**src/inc/wavetimer_pkg.sv**
```systemverilog
// Shared constants and types for the 8-bit waveform timer.
package wavetimer_pkg;

  // Register byte addresses on the APB bus.
  localparam logic [7:0] CONTROL_ADDR  = 8'h00;
  localparam logic [7:0] COUNTER_ADDR  = 8'h04;
  localparam logic [7:0] COMPARE_ADDR  = 8'h08;
  localparam logic [7:0] FLAGS_ADDR    = 8'h0C;
  localparam logic [7:0] SOURCE_ADDR   = 8'h10;

  // Control register field positions.
  localparam int FORCE_BIT      = 7;
  localparam int MODE_LOW_BIT   = 6;
  localparam int COM_HIGH_BIT   = 5;
  localparam int COM_LOW_BIT    = 4;
  localparam int MODE_HIGH_BIT  = 3;
  localparam int CS_HIGH_BIT    = 2;

  // Flag register bit positions.
  localparam int OVERFLOW_BIT   = 0;
  localparam int MATCH_BIT      = 1;

  // Source register: bit 0 selects the separate timer oscillator.
  localparam int ASYNC_BIT      = 0;

  // Values after reset.
  localparam logic [6:0] CONTROL_RESET = 7'h00;
  localparam logic [7:0] COUNTER_RESET = 8'h00;
  localparam logic [7:0] COMPARE_RESET = 8'h00;

  // Counter limits.
  localparam logic [7:0] BOTTOM        = 8'h00;
  localparam logic [7:0] MAX           = 8'hFF;

  // Prescaler divider width, enough for the largest division of 1024.
  localparam int PRESCALE_WIDTH = 10;

  // Waveform modes as carried by the two-bit mode field.
  typedef enum logic [1:0]
  {
    MODE_NORMAL,
    MODE_PHASE_PWM,
    MODE_CTC,
    MODE_FAST_PWM
  } wave_mode_t;

endpackage

```
**src/hdl/wave_timer.sv**
```systemverilog
// 8-bit timer with waveform generation, reached over APB.
//
// Operation
// - Fast PWM with compare field one toggles output on each match.
// - Fast PWM double-buffers compare value; it loads at BOTTOM.
// - Mode one counts up to MAX then down to BOTTOM repeatedly.
// - Phase mode: field two clears up, sets down; three inverts.
// - Phase mode is eight bits; MAX held for one tick.
// - Overflow flag at BOTTOM in phase mode, at MAX otherwise.
// - Phase period is 510 prescaled ticks; prescale 1 to 1024.
// - Phase mode, field two: compare BOTTOM gives steady low, MAX steady high; field three the reverse.
// - Phase mode output at MAX equals the up-counting match result unless compare is MAX.
// - Phase mode only: a missed up-count match still yields its output change.
// - Tick is a one-cycle enable; async mode uses oscillator pin.
// - Force bit gives an immediate match, only in non-PWM modes.
// - Forced match sets no flag and never clears the counter.
// - Force bit is write-only and reads back zero.
// - Mode field: normal, phase PWM, CTC, fast PWM with TOP at MAX.
// - Mode high bit sits at position 3, low bit at position 6.
// - Clock select: stop, undivided, then 8 through 1024.
// - PWM set/clear with compare at TOP ignores match, acts at TOP instead.
// - Counter write suppresses compare match on the next tick.
//
// The APB interface to the registers and the register addresses were left to the implementer.
`timescale 1ns/100ps

module wave_timer
(
  // APB clock and reset.
  input  wire logic        pclk,
  input  wire logic        presetn,
  // APB request.
  input  wire logic        psel,
  input  wire logic        penable,
  input  wire logic        pwrite,
  input  wire logic [7:0]  paddr,
  input  wire logic [31:0] pwdata,
  // APB answer.
  output logic [31:0]      prdata,
  output logic             pready,
  output logic             pslverr,
  // Separate timer oscillator pin.
  input  wire logic        timer_source_clock,
  // Waveform output pin and its connection enable.
  output logic             compare_output_pin,
  output logic             compare_output_enable
);
  import wavetimer_pkg::*;

  typedef struct packed
  {
    logic [6:0]  control;
    logic [7:0]  count;
    logic [7:0]  compare_buffer;
    logic [7:0]  compare_active;
    logic        count_up;
    logic        match_block;
    logic        overflow_flag;
    logic        compare_match_flag;
    logic        async_select;
    logic [2:0]  source_sync;
    logic        source_level;
    logic        level;
    logic        pin_enable;
    logic        ready;
    logic        slverr;
    logic [31:0] rdata;
  } timer_state_t;

  timer_state_t state_reg;
  timer_state_t state_next;

  logic       timer_tick_enable;
  logic       source_tick;
  logic       source_filtered;
  logic       setup;
  logic       access_wr;
  logic       hit;
  logic       set_overflow;
  logic       set_match;
  logic       at_top_next;
  logic [7:0] count_step;
  logic [1:0] com;
  wave_mode_t mode;

  // Mode field is split across the control word.
  function automatic wave_mode_t mode_of(input logic [6:0] ctl);
    mode_of = wave_mode_t'({ctl[MODE_HIGH_BIT],
                            ctl[MODE_LOW_BIT]});
  endfunction

  // Level after a non-PWM or fast PWM match: toggle, clear or set.
  function automatic logic match_level(input logic [1:0] c,
                                       input logic       lvl);
    case (c)
      2'h1:    match_level = ~lvl;
      2'h2:    match_level = 1'b0;
      2'h3:    match_level = 1'b1;
      default: match_level = lvl;
    endcase
  endfunction

  // Decoded request phases and current configuration.
  assign setup     = psel && !penable;
  assign access_wr = psel && penable && pwrite && state_reg.ready;
  assign mode      = mode_of(state_reg.control);
  assign com       = state_reg.control[COM_HIGH_BIT:COM_LOW_BIT];

  // A source change counts once the second and third stages agree.
  assign source_filtered = (state_reg.source_sync[1] ==
                            state_reg.source_sync[2])
                           ? state_reg.source_sync[2]
                           : state_reg.source_level;

  // Synchronous mode ticks every cycle; async uses oscillator edges.
  assign source_tick = state_reg.async_select
                       ? (source_filtered && !state_reg.source_level)
                       : 1'b1;

  timer_prescaler u_prescaler
  (
    .pclk               (pclk),
    .presetn            (presetn),
    .source_tick        (source_tick),
    .clock_select_field (state_reg.control[CS_HIGH_BIT:0]),
    .timer_tick_enable  (timer_tick_enable)
  );

  // A match needs a tick, equality and no recent counter write.
  assign hit = timer_tick_enable && !state_reg.match_block &&
               (state_reg.count == state_reg.compare_active);

  // Main next-state process: bus, counter, compare unit and flags.
  always_comb
  begin
    state_next   = state_reg;
    set_overflow = 1'b0;
    set_match    = 1'b0;
    at_top_next  = 1'b0;
    count_step   = state_reg.count + 8'h01;

    // Input synchroniser chain and filtered level.
    state_next.source_sync  = {state_reg.source_sync[1:0],
                               timer_source_clock};
    state_next.source_level = source_filtered;

    // Counting and waveform on each timer tick.
    if (timer_tick_enable)
    begin
      state_next.match_block = 1'b0;
      case (mode)
        MODE_PHASE_PWM:
        begin
          // Dual slope; MAX is held for one tick as direction turns.
          if (state_reg.count_up && state_reg.count != MAX)
            state_next.count = count_step;
          else if (state_reg.count_up)
          begin
            state_next.count    = state_reg.count - 8'h01;
            state_next.count_up = 1'b0;
          end
          else if (state_reg.count != BOTTOM)
            state_next.count = state_reg.count - 8'h01;
          else
          begin
            state_next.count    = count_step;
            state_next.count_up = 1'b1;
          end
          if (!state_reg.count_up && state_reg.count == 8'h01)
          begin
            state_next.count_up = 1'b1;
            set_overflow        = 1'b1;
          end
          if (state_reg.count_up && state_reg.count == 8'hFE)
            at_top_next = 1'b1;
          // Matches at MAX are ignored; MAX has its own action below.
          if (hit && state_reg.count != MAX)
          begin
            set_match = 1'b1;
            if (com[1])
            begin
              // Up result is com low bit; BOTTOM counts as up.
              if (state_reg.count_up || state_reg.count == BOTTOM)
                state_next.level = com[0];
              else
                state_next.level = ~com[0];
            end
          end
          // Compare loads at TOP; output at MAX takes up-match level, inverted if compare is MAX.
          if (at_top_next)
          begin
            state_next.compare_active = state_reg.compare_buffer;
            if (com[1])
            begin
              if (state_reg.compare_buffer == MAX)
                state_next.level = ~com[0];
              else
                state_next.level = com[0];
            end
          end
        end
        MODE_CTC:
        begin
          // TOP comes from the compare value.
          if (hit)
            state_next.count = BOTTOM;
          else
            state_next.count = count_step;
          if (state_reg.count == MAX)
            set_overflow = 1'b1;
          if (hit)
          begin
            set_match        = 1'b1;
            state_next.level = match_level(com, state_reg.level);
          end
        end
        MODE_FAST_PWM:
        begin
          state_next.count = count_step;
          if (hit)
            set_match = 1'b1;
          // Match at TOP is ignored in the set and clear settings.
          if (hit && !(com[1] && state_reg.compare_active == MAX))
            state_next.level = match_level(com, state_reg.level);
          if (state_reg.count == MAX)
          begin
            set_overflow              = 1'b1;
            state_next.compare_active = state_reg.compare_buffer;
            if (com[1])
              state_next.level = ~com[0];
          end
        end
        default:
        begin
          state_next.count = count_step;
          if (state_reg.count == MAX)
            set_overflow = 1'b1;
          if (hit)
          begin
            set_match        = 1'b1;
            state_next.level = match_level(com, state_reg.level);
          end
        end
      endcase
      if (mode != MODE_PHASE_PWM)
        state_next.count_up = 1'b1;
    end

    // APB answer is prepared in setup and shown through the access phase.
    state_next.ready  = setup;
    state_next.slverr = 1'b0;
    state_next.rdata  = 32'h0000_0000;
    if (setup)
    begin
      case (paddr)
        CONTROL_ADDR:
          state_next.rdata = {25'h0, state_reg.control};
        COUNTER_ADDR:
          state_next.rdata = {24'h0, state_reg.count};
        COMPARE_ADDR:
          state_next.rdata = {24'h0, state_reg.compare_buffer};
        FLAGS_ADDR:
          state_next.rdata = {30'h0, state_reg.compare_match_flag,
                              state_reg.overflow_flag};
        SOURCE_ADDR:
          state_next.rdata = {31'h0, state_reg.async_select};
        default:
          state_next.slverr = 1'b1;
      endcase
    end

    // Register writes take effect at the access edge.
    if (access_wr)
    begin
      case (paddr)
        CONTROL_ADDR:
        begin
          state_next.control = pwdata[6:0];
          // Forced match uses the new field value, no flag, no clear.
          if (pwdata[FORCE_BIT] &&
              (mode_of(pwdata[6:0]) == MODE_NORMAL ||
               mode_of(pwdata[6:0]) == MODE_CTC))
            state_next.level = match_level(
              pwdata[COM_HIGH_BIT:COM_LOW_BIT],
              state_reg.level);
        end
        COUNTER_ADDR:
        begin
          state_next.count       = pwdata[7:0];
          state_next.match_block = 1'b1;
        end
        COMPARE_ADDR:
        begin
          state_next.compare_buffer = pwdata[7:0];
          if (mode == MODE_NORMAL || mode == MODE_CTC)
            state_next.compare_active = pwdata[7:0];
        end
        SOURCE_ADDR:
          state_next.async_select = pwdata[ASYNC_BIT];
        default:
        begin
        end
      endcase
    end

    // Flags clear by writing one; a same-cycle event wins over the clear.
    state_next.overflow_flag = (state_reg.overflow_flag &&
      !(access_wr && paddr == FLAGS_ADDR && pwdata[OVERFLOW_BIT]))
      || set_overflow;
    state_next.compare_match_flag = (state_reg.compare_match_flag &&
      !(access_wr && paddr == FLAGS_ADDR && pwdata[MATCH_BIT]))
      || set_match;

    // Pin is connected whenever the compare field is non-zero.
    state_next.pin_enable = (state_next.control[COM_HIGH_BIT:COM_LOW_BIT]
                             != 2'h0);
  end

  // All state registered in one place.
  always_ff @(posedge pclk or negedge presetn)
  begin
    if (!presetn)
    begin
      state_reg                <= '0;
      state_reg.control        <= CONTROL_RESET;
      state_reg.count          <= COUNTER_RESET;
      state_reg.compare_buffer <= COMPARE_RESET;
      state_reg.compare_active <= COMPARE_RESET;
      state_reg.count_up       <= 1'b1;
    end
    else
      state_reg <= state_next;
  end

  // Outputs come straight from the state register.
  assign prdata                = state_reg.rdata;
  assign pready                = state_reg.ready;
  assign pslverr               = state_reg.slverr;
  assign compare_output_pin    = state_reg.level;
  assign compare_output_enable = state_reg.pin_enable;

endmodule

```
**src/hdl/timer_prescaler.sv**
```systemverilog
// Prescaler that turns source ticks into the selected timer tick enable.
`timescale 1ns/100ps

module timer_prescaler
(
  // Clock and reset.
  input  wire logic        pclk,
  input  wire logic        presetn,
  // Source tick and division select.
  input  wire logic        source_tick,
  input  wire logic [2:0]  clock_select_field,
  // One-cycle timer tick enable.
  output logic             timer_tick_enable
);
  import wavetimer_pkg::*;

  typedef struct packed
  {
    logic [PRESCALE_WIDTH-1:0] div;
    logic                      tick;
  } presc_state_t;

  presc_state_t state_reg;
  presc_state_t state_next;
  logic [PRESCALE_WIDTH-1:0] mask;

  // Division mask: a tick fires when all masked divider bits are ones.
  always_comb
  begin
    state_next = state_reg;
    case (clock_select_field)
      3'h2:    mask = 10'h007;
      3'h3:    mask = 10'h01F;
      3'h4:    mask = 10'h03F;
      3'h5:    mask = 10'h07F;
      3'h6:    mask = 10'h0FF;
      3'h7:    mask = 10'h3FF;
      default: mask = 10'h000;
    endcase
    state_next.tick = 1'b0;
    if (source_tick)
    begin
      state_next.div = state_reg.div + 10'h001;
      // Stop gives no tick; select one passes every source tick.
      if (clock_select_field != 3'h0)
        state_next.tick = ((state_reg.div & mask) == mask);
    end
  end

  // Divider keeps running while stopped so the phase is not reset.
  always_ff @(posedge pclk or negedge presetn)
  begin
    if (!presetn)
      state_reg <= '0;
    else
      state_reg <= state_next;
  end

  assign timer_tick_enable = state_reg.tick;

endmodule

```
**config.mk**
```make
export PLATFORM = sky130hd
export DESIGN_NAME = wave_timer
export DESIGN_NICKNAME = d
export VERILOG_FILES = /design/src/inc/wavetimer_pkg.sv /design/src/hdl/wave_timer.sv /design/src/hdl/timer_prescaler.sv
export SDC_FILE = /design/constraint.sdc
export NUM_CORES = 1
export LEC_CHECK = 0
export ABC_AREA = 0
export BUFFER_PORTS_ARGS = -buffer_cell sky130_fd_sc_hd__clkbuf_2
export CAP_MARGIN = 20
export CORE_ASPECT_RATIO = 2
export CORE_UTILIZATION = 55
export CTS_BUF_LIST = sky130_fd_sc_hd__clkbuf_8
export DETAILED_ROUTE_END_ITERATION = 10
export GPL_ROUTABILITY_DRIVEN = 0
export GPL_TIMING_DRIVEN = 0
export PLACE_DENSITY_LB_ADDON = 0.08
export SLEW_MARGIN = 15
export SYNTH_ARGS = -nofsm -noshare
export SYNTH_HDL_FRONTEND = slang
export SYNTH_SLANG_ARGS = --single-unit
export TNS_END_PERCENT = 5
```
**constraint.sdc**
```tcl
create_clock -name pclk -period 2.7 [get_ports pclk]
set_input_delay 0.54 -clock pclk [delete_from_list [all_inputs] [get_ports pclk]]
set_output_delay 0.54 -clock pclk [all_outputs]
set_load 0.03 [all_outputs]
```
=== Word level (Yosys, flattened, before mapping) ===
Cells that the tools add are included.

* Bits in latches: 0
* Output and inout bits: 36
* Bits in read-only memories: 0
* Input port bits: 46
* Register bits: 87
* Logic and storage cells: 160
* Memories: 0
* RAM bits: 0

* Bitwise logic cells: 3
* Equal/unequal tests: 32
* Muxes and demuxes: 59
* Multiply operators: 0
* $lt $le $gt $ge: 0
* Divide/modulo/power cells: 0
* Add/sub/neg operators: 3
* Shifts and indexed selects: 0
* Reductions and logical operators: 44

{| class="wikitable"
|+ Operators with widths
! kind !! count
|-
| $mux 8 || 9
|-
| $pmux 10 s6 || 1
|-
| $pmux 8 s5 || 1
|-
| $mux 1 || 38
|-
| $mux 33 || 1
|-
| $eq 8x8->1 const B || 4
|-
| $pmux 8 s2 || 2
|-
| $mux 30 || 1
|-
| $logic_and 1x1->1 || 19
|-
| $eq 8x4->1 const B || 2
|-
| $logic_not 8->1 || 2
|-
| $mux 16 || 1
|-
| $eq 2x2->1 const B || 7
|-
| $eq 3x3->1 const B || 4
|-
| $add 10x1->10 const B || 1
|-
| $and 10x10->10 || 1
|-
| $eq 10x10->1 || 1
|-
| $mux 10 || 1
|-
| $add 8x1->8 const B || 1
|-
| $eq 8x1->1 const B || 1
|-
| $eq 8x3->1 const B || 1
|-
| $eq 8x5->1 const B || 1
|-
| $eq 8x8->1 || 1
|-
| $ne 8x8->1 const B || 1
|-
| 20 further kinds || 39
|}

=== Depth between registers and ports, before layout ===
Gate-level depths: netlist (run 1).

* Word-level depth: 12
* Gate-level depth with buffers: 8
* Mapped depth without buffers: 8

=== Hierarchy ===
Synthesis (run 1) repeated with hierarchy kept, for this count alone.

* Cells, all modules: 439
* Area, all modules: 4,027.6 µm²

{| class="wikitable"
|+ Modules (own cells, without submodules)
! module !! times used !! area an instance (µm²) !! cells an instance
|-
| wave_timer || 1 || 3,512.1 || 393
|-
| timer_prescaler || 1 || 515.5 || 46
|}

=== Least setup slack after synthesis (run 1) ===
OpenSTA, ideal clock, no wires.

* Kind: input -> register
* Start point: input paddr[0]
* End point: register state_reg, in the netlist compare_output_pin
* Required time: 2.569 ns
* Setup time: 0.131 ns
* Cell stages on the path: 7
* Slack: 0.436 ns
* Arrival time: 2.133 ns
* Path through: or4_4 -> nor4_4 -> nand2_2 -> buf_6 -> o32a_4 -> nand3_1 -> nand4_1

* Cells in the longest elaborated chain, start to end: 3

{| class="wikitable"
|+ RTL lines
! element !! RTL line !! RTL
|-
| start, declared || wave_timer.sv:36 || <nowiki>input wire logic [7:0] paddr,</nowiki>
|-
| $logic_not 8->1 * || wave_timer.sv:275 || <nowiki>case (paddr)</nowiki>
|-
| $mux 1 || wave_timer.sv:275 ||
|-
| $mux 1 || wave_timer.sv:273 || <nowiki>if (access_wr)</nowiki>
|-
| end signal, assigned || wave_timer.sv:332 || <nowiki>state_reg <= state_next;</nowiki>
|-
| end, declared || wave_timer.sv:70 || <nowiki>timer_state_t state_reg;</nowiki>
|}

Every way passes the cells marked *; elsewhere a longest branch is shown, timed or not.
A chain may end at the register's enable or synchronous reset.

==> results of run 1 <==
## stage by stage
| step | power, uW | setup TNS, ns | cell area (um2) |
|---|---|---|---|
| final | 2710 | 0 | 4710 |
| after global routing | 2830 | 0 | 4710 |
| after CTS | 2700 | 0 | 4700 |
| after detailed placement | 1830 | -1.83 | 4480 |
| after global placement | 1810 | -1.30 | 4460 |
| after floorplan | 1640 | 0 | 4180 |
## worst reg2reg max path: stages (launching register included)
cell and delay, ns:
dfrtp_1 0.54, ha_1 0.40, nand3_1 0.16, o21ai_0 0.32
and3_1 0.36, nand2_1 0.20, o221a_2 0.32, a21oi_1 0.16
## layout by cell type (no fill, tap or decap), types with 3 or more instances in the layout
cell	count
a211oi_1	3
a21o_1	3
a21oi_1	19
a22o_1	10
a22oi_1	10
and2_1	3
and3_1	6
buf_2	5
buf_4	34
clkbuf_1	10
clkbuf_2	32
clkbuf_8	12
conb_1	24
dfrtp_1	61
ha_1	10
inv_1	15
mux2_2	19
mux2i_1	9
nand2_1	38
nand2b_1	4
nand3_1	13
nand4_1	14
nor2_1	31
nor2b_1	5
nor3_1	13
o21ai_0	25
o221a_2	3
xnor2_1	12
xor2_1	13
## synth_stat cells, types with 12 or more instances
library cell / n
nand2_1: 38
inv_1: 15
nand3_1: 13
nor2_1: 32
nor3_1: 13
mux2_2: 19
dfrtp_1: 62
a21oi_1: 19
xor2_1: 13
xnor2_1: 12
buf_4: 34
o21ai_0: 25
nand4_1: 14
## power breakdown
| group | total, uW | switching, uW | internal [uW] | leakage (uW) |
|---|---|---|---|---|
| logic | 696 | 425 | 271 | 0.00126 |
| clock network | 870 | 375 | 495 | 0.000114 |
| registers | 1140 | 99.9 | 1040 | 0.000784 |
| total | 2710 | 899 | 1810 | 0.00216 |
## path summary, 6_finish.rpt
path | endpoint | slack (ns) | startpoint
min reg2reg | state_next[39] | 0.37 | state_next[38]
max reg2reg | state_reg[68] | 0.16 | state_reg[62]
min in group pclk | state_next[38] | 0.30 | timer_source_clock
min | state_reg[64] | 0.09 | presetn
max in group asynchronous | prdata[4] | 2.07 | presetn
max | state_reg[68] | 0.16 | state_reg[62]
## routing by layer
layer  up-vias  GRT usage
met4         0      0.205
li1       1653          -
met5         -          0
met1      1716      0.293
met3        46     0.0485
met2       166      0.578
## cells by family (layout without fill, tap and decap cells)
| logic type | after synthesis | after routing | share of synthesized area |
|---|---|---|---|
| other | 1 | 24 | 0.000916 |
| AND/OR/NAND/NOR | 143 | 143 | 0.180 |
| buffers and inverters | 68 | 118 | 0.0987 |
| XOR/XNOR | 25 | 25 | 0.0535 |
| flip-flops | 63 | 63 | 0.385 |
| AO/OA/AOI/OAI | 95 | 95 | 0.163 |
| multiplexers | 30 | 30 | 0.0852 |
| adder cells (fa/ha/maj) | 11 | 11 | 0.0330 |
## layout make-up
type,count,area [um2],share of cell area
plain buffers,53,348,0.0739
clock buffers,12,165,0.0351
clock inverters,4,43.8,0.00930
inverters,15,56.3,0.0120
multi-input cells,328,2210,0.470
flip-flops and latches,63,1580,0.335
well taps,92,115,0.0244
repair buffers,34,188,0.0399
==> metrics.txt, run 1 <==
Site Rows=44; Post-synth EDFFs=0; CTS H-Tree Depth=3; DR top layer=met4; final worst path period need=2.54 ns; die height=roughly 120 um; met3 routed wirelength=roughly 670 um; Main synth FF type=dfrtp_1; largest net degree at the start of global routing=between 40 and 50; Data required, critical path=2.97 ns; root cell of the clock tree=clkbuf_8; hpwl dp=between 8000 and 9000 um; final core utilization=0.653; CP bufs+invs=0; Rel. slew slack=0.283; max reg flops=34; Final period util=0.941; core area=7210 um2; Stages on worst setup path=7; PwrDens=between 500 and 600 nW/um2; Cell variety after synth=between 60 and 70; fmax=just under 400 MHz; clk sinks=63; Fillers=between 600 and 700; clk slew on worst S/H paths=about 0.08 ns; dpl cells=just under 600; Synth warnings=0; postcts setup bufs=0; antenna viol nets, final=0; DRT Pass-1 Iters=5; Async SR Flop Fraction=1.00; static leakage=approximately 0.0022 uW; cells after synthesis=between 400 and 500; Clock Latency Late Sink=around 0.36 ns; Ports=between 80 and 90; number of I/O port buffers=33; final WL=about 11,000 um; Mapped Area=between 4000 and 5000 um2; vias in the first global route=3,471; Metal-1 WL=3810 um; worst reg2reg path depth=7; initial antenna violation count=0; Hold WC Path Type=in -> async; vias=approximately 3,600; setup ws final=roughly 0.16 ns; unrepaired setup endpoints after global routing=false; area share of the largest cell type after synthesis=0.379; CTS Buf Count=9; global-route wire length before repair=17,500 um; met2 WL=between 6000 and 7000 um; Non-Filler Instances=601; via-per-instance ratio=approximately 6.0; status=completed; cts repair resizes=2; Critical Path Max Stage Delay=about 0.54 ns; slowest CP cell=dfrtp_1; largest area contributor in the netlist=dfrtp_1; GRT overflow=0; pre-CTS WS=-0.291 ns; clock tree buffer depth=2; VDD IR-drop max=approximately 0.00028 V; CTS Hold Bufs=0; Hold Vio Cnt, Final=0; largest cells by area after synthesis=dfrtp_1 (38%), buf_4 (6.2%), mux2_2 (5.2%); 1st-iter DRT viols=242; CP cell instances=ha_1, nand3_1, o21ai_0, and3_1, nand2_1, o221a_2, a21oi_1; Worst Skew=roughly 0.014 ns; CTS tree=built; CP top delay family=compound AO/OA/AOI/OAI gates; Pins Over Slew Limit=0; Final setup viols=0; Die Area=7820 um2; CP Max Fanout=8; Seq/Total Area, Yosys=0.385; Worst Tran Pin Value=roughly 1.1 ns; synthesis-stage register bit count=between 60 and 70; Die Width=63.0 um; Worst EP arrival=2.81 ns; number of max-cap violations=0; Area Overhead vs Synth=15.0%; Avg Inst Size Synth=approximately 9.4 um2; tightest hold margin=slightly above 0.09 ns; Setup CP Type=reg -> reg; Crit. End Element=flop; GRT Total Usage=0.304; starting density of the core=0.568; layout cell share with drive strength beyond 1=0.255; DRC Markers=0; n_diodes=0; Worst setup SP type=flop; fin nets=between 500 and 600; WL/cell=18.8 um
Power figures use the tool's default switching activity.
==> inputs of run 2 (changes only) <==
CORE_ASPECT_RATIO = 0.7   (was 2)
PLACE_DENSITY = 0.84   (was unset)
PLACE_DENSITY_LB_ADDON = unset   (was 0.08)
==> metrics.txt, run 2 (synthesized netlist as in run 1, its figures left out) <==
die height=between 70 and 80 um; Final period util=0.964; Setup CP Type=reg -> reg; GRT Total Usage=0.302; CTS Hold Bufs=0; Die Width=between 100 and 150 um; Non-Filler Instances=603; Ports=just over 80; final worst path period need=between 2 and 3 ns; Clock Latency Late Sink=0.35 ns; postcts setup bufs=0; CP Max Fanout=10; setup tns final=0 ns; n_diodes=0; clk slew on worst S/H paths=roughly 0.080 ns; unrepaired setup endpoints after global routing=false; Final setup viols=0; starting density of the core=0.587; CTS H-Tree Depth=3; CTS Buf Count=9; status=completed; tightest hold margin=about 0.076 ns; Site Rows=25; cts repair resizes=1; 1st-iter DRT viols=about 380; clk sinks=63; slowest CP cell=nor3_1; Rel. slew slack=0.251; CP cell instances=clkbuf_1, a32oi_1, nor3_1, a22o_1, a22oi_1, o21ai_0; PwrDens=about 560 nW/um2; number of I/O port buffers=33; Die Area=7800 um2; finished layout cell area=between 4000 and 5000 um2; clock tree buffer depth=2; fmax=384 MHz; GRT overflow=0; vias in the first global route=roughly 3,500; final core utilization=0.672; CP bufs+invs=1; Worst EP arrival=between 2 and 3 ns; static leakage=~0.0021 uW; DRT Pass-1 Iters=5; antenna viol nets, final=0; Fillers=534; Worst Skew=between 0.006 and 0.007 ns; VDD IR-drop max=~0.0003 V; Hold Vio Cnt, Final=0; leading cell type in the layout, fill and taps excluded=dfrtp_1; hpwl dp=8020 um; CTS tree=built; commonest non-fill, non-tap cells in the layout=dfrtp_1 (62), nand2_1 (38), buf_4 (34); WL/cell=approximately 18 um; Area Overhead vs Synth=14.4%; DRC Markers=0; CP top delay family=simple AND/OR/NAND/NOR gates; dpl cells=around 590; max reg flops=34; Worst setup SP type=flop; Critical Path Max Stage Delay=slightly below 0.9 ns; Hold WC Path Type=in -> async; largest net degree at the start of global routing=49; fin nets=560; initial antenna violation count=0; layout cell share with drive strength beyond 1=0.255; global-route wire length before repair=approximately 18,000 um; Worst Tran Pin Value=approximately 1.1 ns; Crit. End Element=flop; via-per-instance ratio=6.02; vias=approximately 3,600; number of max-cap violations=0; final WL=roughly 11,000 um; Placed Area=approximately 4500 um2; root cell of the clock tree=clkbuf_8; core area=about 7000 um2; Data required, critical path=between 2 and 3 ns; Pins Over Slew Limit=0
==> run 2: area by class of cell <==
type	count	area, um2	area share
inverters	15	56.3	0.0120
clock inverters	6	42.5	0.00908
flip-flops and latches	63	1580	0.337
repair buffers	34	195	0.0417
clock buffers	10	138	0.0294
well taps	94	118	0.0251
plain buffers	53	348	0.0743
multi-input cells	328	2210	0.472
==> run 2: power by group <==
group	switching, uW	leakage, uW	internal [uW]	total, uW
logic	416	0.00126	273	688
clock network	410	0.0000891	361	770
registers	104	0.000784	1040	1140
total	930	0.00214	1670	2600
==> run 2: stage by stage <==
stage                     total power (uW)  worst slack, ns
final                                 2600           0.0978
after CTS                             2590           0.0421
after global placement                1780           0.0479
after global routing                  2730          0.00633
after floorplan                       1640            0.436
after detailed placement              1820          -0.0178
==> run 2: worst paths after layout <==
kind | from | end | slack [ns] | depth (start not counted)
hold reg to reg | state_next[38] | state_next[39] | 0.35 | 0
setup / recovery | state_reg[44] | state_reg[47] | 0.1 | 6
max in group asynchronous | presetn | mode[0] | 2.11 | 2
min in group pclk | timer_source_clock | state_next[38] | 0.29 | 1
setup reg to reg | state_reg[44] | state_reg[47] | 0.1 | 6
hold / removal | presetn | pslverr | 0.08 | 1
==> run 2: layer usage <==
metal,vias to the layer above,global-route usage,part of all wire
met1,1729,0.400,0.41
met2,224,0.471,0.45
li1,1644,-,-
met3,36,0.0850,0.12
met4,0,0.139,0.027
met5,-,0,0
==> inputs of run 3 (changes only) <==
ABC_AREA = 1   (was 0)
CTS_CLUSTER_SIZE = 10   (was unset)
PLACE_DENSITY = 0.83   (was 0.84)
==> metrics.txt, run 3 <==
Die Width=about 110 um; root cell of the clock tree=clkbuf_8; setup tns final=0 ns; CTS H-Tree Depth=3; Setup CP Type=reg -> reg; number of max-cap violations=0; cts repair resizes=0; Async SR Flop Fraction=1.00; Worst setup SP type=flop; DRC Markers=0; count leader, synth=nand2_1; CTS tree=built; die height=roughly 75 um; GRT overflow=0; tightest hold margin=between 0.1 and 0.15 ns; unrepaired setup endpoints after global routing=false; initial antenna violation count=0; Hold WC Path Type=in -> async; number of I/O port buffers=33; DRT Pass-1 Iters=5; vias in the first global route=~3,800; Sequential Area=~1600 um2; clock tree buffer depth=2; footprint of the multi-input gates=about 2100 um2; clk slew on worst S/H paths=about 0.080 ns; CTS Hold Bufs=0; largest net degree at the start of global routing=39; PwrDens=727 nW/um2; status=completed; starting density of the core=0.574; CTS Buf Count=9; Seq/Total Area, Yosys=0.374; core area=~7400 um2; leading cell type in the layout, fill and taps excluded=nand2_1; Crit. End Element=flop; antenna viol nets, final=0; static leakage=between 0.002 and 0.0025 uW; vias=~4,200; final core utilization=0.653; hpwl dp=about 8900 um; Clock Latency Late Sink=around 0.35 ns; Final setup viols=0; final worst path period need=roughly 2.5 ns; fin nets=just under 700; Pins Over Slew Limit=0; largest area contributor in the netlist=dfrtp_1; Post-synth EDFFs=0; Worst Tran Pin Value=between 0.6 and 0.7 ns; Hold Vio Cnt, Final=0; postcts setup bufs=0; clk sinks=between 60 and 70; VDD IR-drop max=~0.00034 V; Cell variety after synth=50; via-per-instance ratio=approximately 5.8; WL/cell=around 16 um; Mapped Area=4220 um2; synthesis-stage register bit count=63; commonest non-fill, non-tap cells in the layout=nand2_1 (101), inv_1 (74), o21ai_0 (65); Pwr Total=3490 uW; cells after synthesis=562; n_diodes=0; Area Overhead vs Synth=13.8%; Main synth FF type=dfrtp_1; Data required, critical path=roughly 2.9 ns; Rel. slew slack=0.551; Ports=82; Synth warnings=0; max reg flops=34; Die Area=8040 um2; largest cells by area after synthesis=dfrtp_1 (37%), nand2_1 (9.0%), o21ai_0 (7.7%); 1st-iter DRT viols=between 500 and 600; global-route wire length before repair=~19,000 um; CP Max Fanout=10; synth cell count leaders=nand2_1 (101), inv_1 (74), o21ai_0 (65); Avg Inst Size Synth=between 7 and 8 um2; Worst Skew=0.0119 ns; GRT Total Usage=0.316; Fillers=641; Worst EP arrival=about 2.8 ns; fmax=a little under 400 MHz; final WL=11,800 um; area share of the largest cell type after synthesis=0.368; Final period util=0.939; layout cell share with drive strength beyond 1=0.194; Site Rows=26
[run 3: cell count changes after synthesis, sizes merged, moves of 19 or more]
cell and delta:
mux2 -19, o21ai +52, nor2 +19, a21oi +28, inv +64, nand2 +67
[run 3: metal layers]
layer | wire, um | part of all wire | global-route usage
met5 | 0 | 0 | 0
met4 | 379 | 0.032 | 0.126
met3 | 1570 | 0.13 | 0.0761
met2 | 5000 | 0.42 | 0.484
met1 | 4890 | 0.41 | 0.439
[run 3: power breakdown]
part,switching [uW],internal [uW]
Sequential,235,1140
Combinational,857,452
Clock,375,438
[run 3: final cells by class]
cell class              count  share of cell area
plain buffers              45              0.0682
multi-input cells         398               0.437
well taps                  98              0.0255
clock inverters             4             0.00990
inverters                  79              0.0628
flip-flops and latches     63               0.328
clock buffers              10              0.0287
repair buffers             34              0.0391
[run 3: critical path: stages (launching register included)]
cell	delay (ns)
dfrtp_1	0.45
inv_1	0.26
ha_1	0.19
inv_1	0.04
nor2_1	0.15
nand3_2	0.28
buf_4	0.28
o21ai_0	0.28
o21ai_0	0.17
a21oi_1	0.20
a21oi_1	0.08
[run 3: final timing paths]
kind / to / depth (start not counted) / slack, ns / from
worst max-delay path: state_reg[49] / 10 / 0.17 / state_reg[61]
worst min-delay path: state_reg[63] / 1 / 0.12 / presetn
worst max register to register: state_reg[49] / 10 / 0.17 / state_reg[61]
worst min register to register: state_next[39] / 0 / 0.35 / state_next[38]
max in group asynchronous: state_reg[59] / 2 / 2.04 / presetn
min in group pclk: state_next[38] / 1 / 0.30 / timer_source_clock
[run 3: logic make-up (layout without fill, tap and decap cells)]
kind of cell / Yosys count / in the layout / synth area share
compound gates: 150 / 150 / 0.197
xor+xnor: 15 / 15 / 0.0311
fa+ha+maj: 11 / 11 / 0.0320
buf+inv: 124 / 172 / 0.149
flops: 63 / 63 / 0.374
other cells: 1 / 24 / 0.000888
simple gates: 198 / 198 / 0.216
[run 3: per-stage QoR]
stage / cells / instance area, um2 / setup slack [ns]
after floorplan: 585 / 4310 / 0.924
after global placement: 716 / 4600 / 0.473
after detailed placement: 717 / 4620 / 0.426
after global routing: 731 / 4800 / 0.191
final: 731 / 4800 / 0.166
after CTS: 731 / 4800 / 0.343
